==> config.mk <==
export PLATFORM = sky130hd
export DESIGN_NAME = lmp_ctrl
export DESIGN_NICKNAME = d
export VERILOG_FILES = /design/src/logic/lmp_pkg.sv /design/src/logic/lmp_ctrl.sv /design/src/logic/lmp_pin_sync.sv
export SDC_FILE = /design/constraint.sdc
export NUM_CORES = 2
export LEC_CHECK = 0
export ABC_AREA = 1
export BUFFER_PORTS_ARGS = -buffer_cell sky130_fd_sc_hd__clkbuf_2
export CAP_MARGIN = 20
export CORE_MARGIN = 2
export CORE_UTILIZATION = 35
export DETAILED_ROUTE_END_ITERATION = 12
export HOLD_SLACK_MARGIN = 0.08
export SLEW_MARGIN = 20
export SYNTH_ARGS = -nofsm -noshare
export SYNTH_HDL_FRONTEND = slang
export SYNTH_SLANG_ARGS = --single-unit
==> constraint.sdc <==
create_clock -name mclk -period 2.8 [get_ports mclk]
set_input_delay 0.7 -clock mclk [delete_from_list [all_inputs] [get_ports mclk]]
set_output_delay 0.7 -clock mclk [all_outputs]
set_load 0.005 [all_outputs]
==> src/logic/lmp_pkg.sv <==
// Operation
// Standby command 1 drops pump current below threshold, temperatures stay regulated.
// Standby command 0 leaves standby; standby query answers 1 or 0.
// Sleep turns off pump, Q-switch, pump and crystal temperature loops.
// Sleep command 1 enters, 0 leaves; sleep query answers 1 or 0.
// Sleep entry is refused while laser emission is on.
// In sleep only queries and sleep-exit with 0 are obeyed.
// Ten user sets plus factory set; save 1..10 copies present parameters.
// A stored set is applied at boot and by command while running.
// Every save also stores the shared global parameters.
// Recall 1..10 applies a user set, 0 the factory set; query reports it.
// Boot select 1..10 picks the set for next boot; query returns it.
// Auto-start on/off, readable; when on with key on, no key cycle needed.
// Eight-bit analog port level byte; a 1 drives or reads the signal high.
// Polarity mask defaults active low; a 1 bit makes that function active high.
// Temperature set commands need service unlock; temperature queries always allowed.
// Pump setpoint 18.0 to 35.0 degrees; measured and commanded values readable.
// Crystal setpoints 100 to 4000 counts; measured and commanded counts readable.
// Head below 18 degrees warns 37, above 40 warns 39, operation continues.
// Head above 45 degrees forces sleep, clears warning 38, raises error 34.
// Head back below 40 degrees clears error 34 and allows sleep exit.
// Fan mode 0 is drive, 1 is temperature control; mode readable.
// Drive mode fan level is 0 to 100 percent of maximum, readable.
// Control mode regulates head temperature to setpoint 24.0 to 40.0 degrees.
// Out of range arguments are rejected and change nothing.
package lmp_pkg;
	localparam int NUM_SETS = 11;
	localparam logic [3:0] FACTORY_IDX = 4'h0;
	localparam logic [15:0] USER_IDX_MIN = 16'h0001;
	localparam logic [15:0] USER_IDX_MAX = 16'h000A;
	localparam logic [15:0] ARG_OFF = 16'h0000;
	localparam logic [15:0] ARG_ON = 16'h0001;
	localparam logic [15:0] BYTE_MAX = 16'h00FF;
	// Temperatures are tenths of a degree
	localparam logic [15:0] PUMP_T_MIN = 16'h00B4;
	localparam logic [15:0] PUMP_T_MAX = 16'h015E;
	localparam logic [15:0] HEAD_SET_MIN = 16'h00F0;
	localparam logic [15:0] HEAD_SET_MAX = 16'h0190;
	localparam logic [15:0] XTAL_MIN = 16'h0064;
	localparam logic [15:0] XTAL_MAX = 16'h0FA0;
	localparam logic [15:0] FAN_PCT_MAX = 16'h0064;
	localparam logic [15:0] HEAD_UNDER = 16'h00B4;
	localparam logic [15:0] HEAD_OVER = 16'h0190;
	localparam logic [15:0] HEAD_WARN38 = 16'h01AE;
	localparam logic [15:0] HEAD_SHUTDOWN = 16'h01C2;
	// Service access code, value arbitrary
	localparam logic [15:0] SERVICE_CODE = 16'h5A3C;
	// Factory set contents
	localparam logic [15:0] FAC_PUMP_T = 16'h00FA;
	localparam logic [15:0] FAC_XTAL = 16'h0672;
	localparam logic [6:0] FAC_FAN_PCT = 7'h32;
	localparam logic [15:0] FAC_HEAD_SET = 16'h014A;
	localparam logic [7:0] FAC_POLARITY = 8'h00;
	localparam logic [3:0] BOOT_IDX_RST = 4'h1;
	localparam int SYNC_W = 9;

	typedef enum logic [4:0] {
		OP_STANDBY = 5'h00, OP_SLEEP = 5'h01, OP_SET_SAVE = 5'h02, OP_SET_RECALL = 5'h03,
		OP_ACTIVE_SET = 5'h04, OP_BOOT_SET = 5'h05, OP_AUTO_START = 5'h06, OP_APORT_LEVEL = 5'h07,
		OP_APORT_POL = 5'h08, OP_PUMP_SET = 5'h09, OP_PUMP_READ = 5'h0A, OP_DBL_SET = 5'h0B,
		OP_DBL_READ = 5'h0C, OP_TRI_SET = 5'h0D, OP_TRI_READ = 5'h0E, OP_HEAD_READ = 5'h0F,
		OP_FAN_MODE = 5'h10, OP_FAN_PCT = 5'h11, OP_HEAD_SET = 5'h12, OP_SERVICE = 5'h13
	} lmp_op_e;

	typedef enum logic [3:0] {
		ST_BOOT = 4'b0001, ST_RUN = 4'b0010, ST_STBY = 4'b0100, ST_SLEEP = 4'b1000
	} lmp_state_e;

	typedef struct packed {
		logic [15:0] pump_set;
		logic [15:0] dbl_set;
		logic [15:0] tri_set;
		logic fan_mode;
		logic [6:0] fan_pct;
		logic [15:0] head_set;
		logic [7:0] polarity;
	} lmp_param_s;

	typedef struct packed {
		logic auto_start;
		logic [3:0] boot_idx;
	} lmp_glob_s;

	localparam lmp_param_s FACTORY_SET = '{FAC_PUMP_T, FAC_XTAL, FAC_XTAL, 1'b0, FAC_FAN_PCT,
		FAC_HEAD_SET, FAC_POLARITY};
endpackage

==> src/logic/lmp_ctrl.sv <==
`timescale 1ns/10ps
`default_nettype none
module lmp_ctrl
	import lmp_pkg::*;
(
	input wire logic mclk,
	input wire logic reset,
	input wire logic cmd_valid,
	input wire logic [4:0] cmd_op,
	input wire logic cmd_query,
	input wire logic [15:0] cmd_arg,
	input wire logic emission_active,
	input wire logic [15:0] head_temp_meas,
	input wire logic [15:0] pump_temp_meas,
	input wire logic [15:0] dbl_temp_meas,
	input wire logic [15:0] tri_temp_meas,
	input wire logic keyswitch_pin,
	input wire logic [7:0] aport_pin,
	output logic rsp_valid,
	output logic rsp_ok,
	output logic [15:0] rsp_data,
	output logic standby_active,
	output logic sleep_active,
	output logic pump_drive_en,
	output logic pump_standby,
	output logic qswitch_en,
	output logic pump_tec_en,
	output logic crystal_tec_en,
	output logic [15:0] pump_temp_target,
	output logic [15:0] dbl_temp_target,
	output logic [15:0] tri_temp_target,
	output logic [6:0] fan_duty,
	output logic [7:0] aport_drive,
	output logic [7:0] aport_active,
	output logic emit_permit,
	output logic warn_head_under,
	output logic warn_head_hot,
	output logic warn_sink_hot,
	output logic err_head_overtemp
);
	typedef struct packed {
		lmp_state_e state;
		lmp_param_s [NUM_SETS-1:0] sets;
		lmp_param_s cur;
		lmp_glob_s live;
		lmp_glob_s saved;
		logic [3:0] act_idx;
		logic service_ok;
		logic key_prev;
		logic key_armed;
		logic [7:0] aport_drive;
		logic [7:0] aport_active;
		logic err34;
		logic warn37;
		logic warn38;
		logic warn39;
		logic pump_en;
		logic pump_stby;
		logic qsw_en;
		logic tec_en;
		logic [6:0] fan_duty;
		logic emit_permit;
		logic rsp_valid;
		logic rsp_ok;
		logic [15:0] rsp_data;
	} lmp_core_s;

	lmp_core_s st_ff;
	lmp_core_s nxt_st;
	logic [SYNC_W-1:0] pin_lvl;
	logic key_lvl;
	logic [7:0] aport_lvl;

	function automatic logic in_range(input logic [15:0] v, input logic [15:0] lo, input logic [15:0] hi);
		in_range = (v >= lo) && (v <= hi);
	endfunction

	function automatic logic [15:0] flag16(input logic b);
		flag16 = {15'h0000, b};
	endfunction

	// Pins arrive from outside the clock domain
	lmp_pin_sync u_sync (
		.mclk(mclk),
		.reset(reset),
		.pin_async({keyswitch_pin, aport_pin}),
		.pin_level(pin_lvl)
	);

	assign key_lvl = pin_lvl[SYNC_W-1];
	assign aport_lvl = pin_lvl[7:0];

	always_comb begin
		logic blocked;
		logic ok;
		logic [15:0] data;
		logic [16:0] diff;
		blocked = 1'b0;
		ok = 1'b0;
		data = 16'h0000;
		diff = 17'h00000;
		nxt_st = st_ff;
		nxt_st.rsp_valid = 1'b0;
		nxt_st.rsp_ok = 1'b0;
		nxt_st.rsp_data = 16'h0000;

		// Boot applies the chosen user set with the saved globals
		if (st_ff.state == ST_BOOT) begin
			nxt_st.cur = st_ff.sets[st_ff.saved.boot_idx];
			nxt_st.act_idx = st_ff.saved.boot_idx;
			nxt_st.live = st_ff.saved;
			nxt_st.state = ST_RUN;
		end

		// Key must go off then on unless auto-start is set
		nxt_st.key_prev = key_lvl;
		if (!key_lvl) begin
			nxt_st.key_armed = 1'b0;
		end else if (!st_ff.key_prev) begin
			nxt_st.key_armed = 1'b1;
		end
		nxt_st.emit_permit = key_lvl && (st_ff.live.auto_start || st_ff.key_armed);

		if (cmd_valid && (st_ff.state != ST_BOOT)) begin
			// Sleep drops everything but queries and the exit command
			blocked = (st_ff.state == ST_SLEEP) && !cmd_query
				&& !((cmd_op == OP_SLEEP) && (cmd_arg == ARG_OFF));
			if (!blocked) begin
				unique case (cmd_op)
					OP_STANDBY: begin
						if (cmd_query) begin
							ok = 1'b1;
							data = flag16(st_ff.state == ST_STBY);
						end else if (cmd_arg == ARG_ON) begin
							ok = 1'b1;
							nxt_st.state = ST_STBY;
						end else if (cmd_arg == ARG_OFF) begin
							ok = 1'b1;
							nxt_st.state = ST_RUN;
						end
					end
					OP_SLEEP: begin
						if (cmd_query) begin
							ok = 1'b1;
							data = flag16(st_ff.state == ST_SLEEP);
						end else if ((cmd_arg == ARG_ON) && !emission_active) begin
							ok = 1'b1;
							nxt_st.state = ST_SLEEP;
						end else if ((cmd_arg == ARG_OFF) && !st_ff.err34) begin
							ok = 1'b1;
							if (st_ff.state == ST_SLEEP) begin
								nxt_st.state = ST_RUN;
							end
						end
					end
					OP_SET_SAVE: begin
						if (!cmd_query && in_range(cmd_arg, USER_IDX_MIN, USER_IDX_MAX)) begin
							ok = 1'b1;
							nxt_st.sets[cmd_arg[3:0]] = st_ff.cur;
							nxt_st.saved = st_ff.live;
						end
					end
					OP_SET_RECALL: begin
						if (!cmd_query && in_range(cmd_arg, ARG_OFF, USER_IDX_MAX)) begin
							ok = 1'b1;
							nxt_st.cur = st_ff.sets[cmd_arg[3:0]];
							nxt_st.act_idx = cmd_arg[3:0];
						end
					end
					OP_ACTIVE_SET: begin
						if (cmd_query) begin
							ok = 1'b1;
							data = {12'h000, st_ff.act_idx};
						end
					end
					OP_BOOT_SET: begin
						if (cmd_query) begin
							ok = 1'b1;
							data = {12'h000, st_ff.live.boot_idx};
						end else if (in_range(cmd_arg, USER_IDX_MIN, USER_IDX_MAX)) begin
							ok = 1'b1;
							nxt_st.live.boot_idx = cmd_arg[3:0];
							nxt_st.saved.boot_idx = cmd_arg[3:0];
						end
					end
					OP_AUTO_START: begin
						if (cmd_query) begin
							ok = 1'b1;
							data = flag16(st_ff.live.auto_start);
						end else if (in_range(cmd_arg, ARG_OFF, ARG_ON)) begin
							ok = 1'b1;
							nxt_st.live.auto_start = cmd_arg[0];
						end
					end
					OP_APORT_LEVEL: begin
						if (cmd_query) begin
							ok = 1'b1;
							data = {8'h00, aport_lvl};
						end else if (cmd_arg <= BYTE_MAX) begin
							ok = 1'b1;
							nxt_st.aport_drive = cmd_arg[7:0];
						end
					end
					OP_APORT_POL: begin
						if (cmd_query) begin
							ok = 1'b1;
							data = {8'h00, st_ff.cur.polarity};
						end else if (cmd_arg <= BYTE_MAX) begin
							ok = 1'b1;
							nxt_st.cur.polarity = cmd_arg[7:0];
						end
					end
					OP_PUMP_SET: begin
						if (cmd_query) begin
							ok = 1'b1;
							data = st_ff.cur.pump_set;
						end else if (st_ff.service_ok && in_range(cmd_arg, PUMP_T_MIN, PUMP_T_MAX)) begin
							ok = 1'b1;
							nxt_st.cur.pump_set = cmd_arg;
						end
					end
					OP_DBL_SET: begin
						if (cmd_query) begin
							ok = 1'b1;
							data = st_ff.cur.dbl_set;
						end else if (st_ff.service_ok && in_range(cmd_arg, XTAL_MIN, XTAL_MAX)) begin
							ok = 1'b1;
							nxt_st.cur.dbl_set = cmd_arg;
						end
					end
					OP_TRI_SET: begin
						if (cmd_query) begin
							ok = 1'b1;
							data = st_ff.cur.tri_set;
						end else if (st_ff.service_ok && in_range(cmd_arg, XTAL_MIN, XTAL_MAX)) begin
							ok = 1'b1;
							nxt_st.cur.tri_set = cmd_arg;
						end
					end
					OP_PUMP_READ, OP_DBL_READ, OP_TRI_READ, OP_HEAD_READ: begin
						ok = cmd_query;
						if (cmd_op == OP_PUMP_READ) begin
							data = pump_temp_meas;
						end else if (cmd_op == OP_DBL_READ) begin
							data = dbl_temp_meas;
						end else if (cmd_op == OP_TRI_READ) begin
							data = tri_temp_meas;
						end else begin
							data = head_temp_meas;
						end
					end
					OP_FAN_MODE: begin
						if (cmd_query) begin
							ok = 1'b1;
							data = flag16(st_ff.cur.fan_mode);
						end else if (in_range(cmd_arg, ARG_OFF, ARG_ON)) begin
							ok = 1'b1;
							nxt_st.cur.fan_mode = cmd_arg[0];
						end
					end
					OP_FAN_PCT: begin
						if (cmd_query) begin
							ok = 1'b1;
							data = {9'h000, st_ff.cur.fan_pct};
						end else if (cmd_arg <= FAN_PCT_MAX) begin
							ok = 1'b1;
							nxt_st.cur.fan_pct = cmd_arg[6:0];
						end
					end
					OP_HEAD_SET: begin
						if (cmd_query) begin
							ok = 1'b1;
							data = st_ff.cur.head_set;
						end else if (in_range(cmd_arg, HEAD_SET_MIN, HEAD_SET_MAX)) begin
							ok = 1'b1;
							nxt_st.cur.head_set = cmd_arg;
						end
					end
					OP_SERVICE: begin
						if (!cmd_query && (cmd_arg == SERVICE_CODE)) begin
							ok = 1'b1;
							nxt_st.service_ok = 1'b1;
						end
					end
					default: begin
						ok = 1'b0;
					end
				endcase
			end
			// Refusals leave every setting as it was
			nxt_st.rsp_valid = 1'b1;
			nxt_st.rsp_ok = ok;
			nxt_st.rsp_data = data;
		end

		// Head thermal supervision overrides any command in the same cycle
		nxt_st.warn37 = head_temp_meas < HEAD_UNDER;
		nxt_st.warn39 = head_temp_meas > HEAD_OVER;
		nxt_st.warn38 = (head_temp_meas > HEAD_WARN38) && !st_ff.err34;
		if (head_temp_meas > HEAD_SHUTDOWN) begin
			nxt_st.err34 = 1'b1;
			nxt_st.warn38 = 1'b0;
			nxt_st.state = ST_SLEEP;
		end else if (st_ff.err34 && (head_temp_meas < HEAD_OVER)) begin
			nxt_st.err34 = 1'b0;
		end

		// Standby keeps regulation, sleep stops pump, Q-switch and loops
		nxt_st.pump_en = nxt_st.state == ST_RUN;
		nxt_st.pump_stby = nxt_st.state == ST_STBY;
		nxt_st.qsw_en = nxt_st.state != ST_SLEEP;
		nxt_st.tec_en = nxt_st.state != ST_SLEEP;

		// Active level per function, default active low
		nxt_st.aport_active = ~(aport_lvl ^ st_ff.cur.polarity);

		// Control mode: one percent per tenth degree above setpoint
		if (!st_ff.cur.fan_mode) begin
			nxt_st.fan_duty = st_ff.cur.fan_pct;
		end else begin
			diff = {1'b0, head_temp_meas} - {1'b0, st_ff.cur.head_set};
			if (diff[16]) begin
				nxt_st.fan_duty = 7'h00;
			end else if (diff[15:0] > FAN_PCT_MAX) begin
				nxt_st.fan_duty = FAN_PCT_MAX[6:0];
			end else begin
				nxt_st.fan_duty = diff[6:0];
			end
		end
	end

	always_ff @(posedge mclk) begin
		if (reset) begin
			st_ff.state <= ST_BOOT;
			st_ff.sets <= {NUM_SETS{FACTORY_SET}};
			st_ff.cur <= FACTORY_SET;
			st_ff.live <= '{1'b0, BOOT_IDX_RST};
			st_ff.saved <= '{1'b0, BOOT_IDX_RST};
			st_ff.act_idx <= FACTORY_IDX;
			st_ff.service_ok <= 1'b0;
			st_ff.key_prev <= 1'b1;
			st_ff.key_armed <= 1'b0;
			st_ff.aport_drive <= 8'h00;
			st_ff.aport_active <= 8'h00;
			st_ff.err34 <= 1'b0;
			st_ff.warn37 <= 1'b0;
			st_ff.warn38 <= 1'b0;
			st_ff.warn39 <= 1'b0;
			st_ff.pump_en <= 1'b0;
			st_ff.pump_stby <= 1'b0;
			st_ff.qsw_en <= 1'b0;
			st_ff.tec_en <= 1'b0;
			st_ff.fan_duty <= 7'h00;
			st_ff.emit_permit <= 1'b0;
			st_ff.rsp_valid <= 1'b0;
			st_ff.rsp_ok <= 1'b0;
			st_ff.rsp_data <= 16'h0000;
		end else begin
			st_ff <= nxt_st;
		end
	end

	assign rsp_valid = st_ff.rsp_valid;
	assign rsp_ok = st_ff.rsp_ok;
	assign rsp_data = st_ff.rsp_data;
	assign standby_active = st_ff.state[2];
	assign sleep_active = st_ff.state[3];
	assign pump_drive_en = st_ff.pump_en;
	assign pump_standby = st_ff.pump_stby;
	assign qswitch_en = st_ff.qsw_en;
	assign pump_tec_en = st_ff.tec_en;
	assign crystal_tec_en = st_ff.tec_en;
	assign pump_temp_target = st_ff.cur.pump_set;
	assign dbl_temp_target = st_ff.cur.dbl_set;
	assign tri_temp_target = st_ff.cur.tri_set;
	assign fan_duty = st_ff.fan_duty;
	assign aport_drive = st_ff.aport_drive;
	assign aport_active = st_ff.aport_active;
	assign emit_permit = st_ff.emit_permit;
	assign warn_head_under = st_ff.warn37;
	assign warn_head_hot = st_ff.warn38;
	assign warn_sink_hot = st_ff.warn39;
	assign err_head_overtemp = st_ff.err34;
endmodule
`default_nettype wire

==> src/logic/lmp_pin_sync.sv <==
`timescale 1ns/10ps
`default_nettype none
module lmp_pin_sync
	import lmp_pkg::*;
(
	input wire logic mclk,
	input wire logic reset,
	input wire logic [SYNC_W-1:0] pin_async,
	output logic [SYNC_W-1:0] pin_level
);
	typedef struct packed {
		logic [SYNC_W-1:0] s1;
		logic [SYNC_W-1:0] s2;
		logic [SYNC_W-1:0] s3;
		logic [SYNC_W-1:0] lvl;
	} lmp_sync_s;

	lmp_sync_s st_ff;
	lmp_sync_s nxt_st;

	// Stage one feeds only stage two
	always_comb begin
		nxt_st = st_ff;
		nxt_st.s1 = pin_async;
		nxt_st.s2 = st_ff.s1;
		nxt_st.s3 = st_ff.s2;
		nxt_st.lvl = (st_ff.s2 & st_ff.s3) | (st_ff.lvl & (st_ff.s2 ^ st_ff.s3));
	end

	always_ff @(posedge mclk) begin
		if (reset) begin
			st_ff <= '0;
		end else begin
			st_ff <= nxt_st;
		end
	end

	assign pin_level = st_ff.lvl;
endmodule
`default_nettype wire

==> run metrics <==
dominant synthesized flop cell dfxtp_1; CTS Hold Bufs 0; kind of critical path flip-flop to output port; kind of cell adding the most delay to the critical path flip-flops; Final Power 35.00 mW; Critical Path Sink Type output port; yosys warns 0; pwr dens 529.7 nW/um^2; syn_area_per_cell between 6 and 7 sq um; die area around 160000 sq um; CORE AREA 156600 sq um; critical-path maximum fanout 13; Critical Path Sink tri_temp_target[0]; Clock transition at path regs 0.06 ns; share of layout cells above drive strength 1 about 14%; Die Wd 401.3 um; Synth area leader dfxtp_1; worst skew pair latency 0.79 ns; clock tree buffer depth 3; worst path bufs/invs 1; crit path time final 2.791 ns; Final setup viols 0; H-tree depth 3; Final period util between 90 and 100%; Die H 401.3 um; CP Depth 1; peak supply drop 0.0005183 V; fin nets 8307; Tightest Hold Check Type input port to flip-flop; P_leak 27.37 nW; fraction of the mapped netlist area in adder cells 0.6024%; crit-path cells clkbuf_2; cell area after synthesis 55250 sq um; Post-Route Setup TNS 0 ns; top cell type's share of synthesized area 38.63%; hpwl dp between 150000 and 200000 um; Syn-to-layout area delta 19.61%; Num CTS Buffers 114; RSZ-0062 raised after global routing no; io pins 200; Root Buffer clkbuf_16; Synth Register Bits 1066; DR iter-0 viols 8736; Critical R2R Capture fan_duty[1]; CP startpoint tri_temp_target[0]; reg2reg start st_ff[79]; multiplexer share of the synthesized area 0%; via count roughly 62000; Synthesized Nets 8148; R2R depth 14; initial antenna violation count 18; gp weighted congestion 1.004; Setup Skew approximately 0.045 ns; number of global-route vias before repair 57510; row cnt approximately 150; number of flops mapped to enable cells by yosys 0; Final Hold Fails 0; Critical Path RT between 2 and 2.5 ns; TritonCTS clock tree built; detail-routed net length per standard cell approximately 26 um; total wire length 266800 um; Critical-path top delay cell dfxtp_1; post-route ant nets 0; Mapped Cells between 8000 and 9000; Slew Viols, Final 0; FFs w/ async S/R, synth 0%; Seq/Total Area, Yosys 38.63%; worst path arrival time 2.09 ns; Peak Freq approximately 360 MHz; GRT Overall Usage 31.62%; fin util a little over two fifths; compound-cell area share of the yosys netlist 33.13%; Starting Density 35.29%; CP peak stage delay 1.06 ns; Synth area leaders dfxtp_1, o21ai_0, a21oi_1; reg2reg setup slack 0.07 ns; status complete, no violations; Max Cap Viol 0; first-pass GRT wire length 386200 um; fillers 15970; pin count of the biggest net entering global routing 118; Slew Limit Headroom between 20% and 30%; DRC 0; Post-Synth Simple-Gate Area 15.12%; via/cell ratio around 6; clk sinks 1066; xor/xnor cell area share of the yosys netlist 0.06341%; PortBufs between 150 and 200; Synth cell types 63; 1st-pass router iterations 9; Worst setup SP type flip-flop; grt total ovfl 0; main combinational cell family by area after synthesis compound AO/OA/AOI/OAI gates; worst-margin pin slew 1.115 ns
==> per-stage QoR <==
| stage | area (sq um) | cells | hold WS, ns | worst slack (ns) |
|---|---|---|---|---|
| after floorplan | 55250 | 8023 | 0.3883 | 0.1057 |
| after global placement | 62000 | 10120 | 0.3947 | -0.4921 |
| after detailed placement | 62000 | 10120 | 0.3968 | -0.4798 |
| after CTS | 65970 | 10340 | 0.08682 | 0.05272 |
| after global routing | 66040 | 10340 | 0.1191 | 0.003131 |
| final | 66080 | 10350 | 0.1155 | 0.009041 |
==> kinds of logic after synthesis <==
group	Yosys count
compound gates	3216
simple gates	2011
buf+inv	1700
flops	1066
fa+ha+maj	26
xor+xnor	4
==> synthesized netlist by cell type, drive strengths merged, types with 136 or more instances <==
cell	count
a211oi	136
a21oi	969
buf	228
clkbuf	574
dfxtp	1066
inv	874
nand2	1023
nand3	311
nor2	553
o211ai	241
o21ai	1293
o22ai	345
==> metal layers <==
layer	track usage, %	part of all wire (%)	vias up
li1	-	-	27860
met1	40.55	39	29020
met2	47.18	42	4279
met3	8.397	12	1012
met4	19.43	6.6	14
met5	0	0.034	-
==> report_power, final <==
group / switching (mW) / internal, mW / total (mW)
combinational: 2.24 / 0.992 / 3.23
sequential: 0.195 / 15.3 / 15.4
clock: 7.03 / 9.29 / 16.3
total: 9.47 / 25.5 / 35.0
==> worst min-delay path by stage <==
stage / start / endpoint / slack, ns / cells after the start
floorplan: u_sync.nxt_st[19] / u_sync.nxt_st[10] / 0.39 / 2
CTS: keyswitch_pin / u_sync.nxt_st[26] / 0.09 / 3
global route: keyswitch_pin / u_sync.nxt_st[26] / 0.12 / 3
detailed placement: u_sync.nxt_st[23] / u_sync.nxt_st[14] / 0.40 / 2
finish: aport_pin[3] / u_sync.nxt_st[21] / 0.12 / 3
global placement: st_ff[51] / st_ff[50] / 0.39 / 1
==> what timing repair did <==
item	CTS	global route
setup endpoints to repair	0	8
gates resized for setup	0	13
buffers inserted	0	1
==> layout make-up <==
| cell class | count | area (sq um) | share of cell area (%) |
|---|---|---|---|
| clock inverter | 49 | 693.2 | 1.049 |
| clock buffer | 163 | 3277 | 4.959 |
| antenna | 17 | 42.54 | 0.06437 |
| multi-input combinational | 5257 | 27260 | 41.26 |
| timing repair buffer | 845 | 7472 | 11.31 |
| tap | 2058 | 2575 | 3.897 |
| inverter | 898 | 3405 | 5.152 |
| sequential | 1066 | 21360 | 32.32 |
==> cells in the final DEF (no fill, tap or decap), types with 51 or more instances in the layout <==
cell type,n
clkbuf_2,197
o21ai_0,1284
inv_1,860
o211ai_1,221
a211oi_1,136
a21oi_1,969
buf_12,129
nand4_1,51
nand3_1,307
nor2_1,537
buf_4,518
dfxtp_1,1062
clkbuf_16,114
nand2_1,1006
o22ai_1,345
Power figures use the tool's default switching activity.
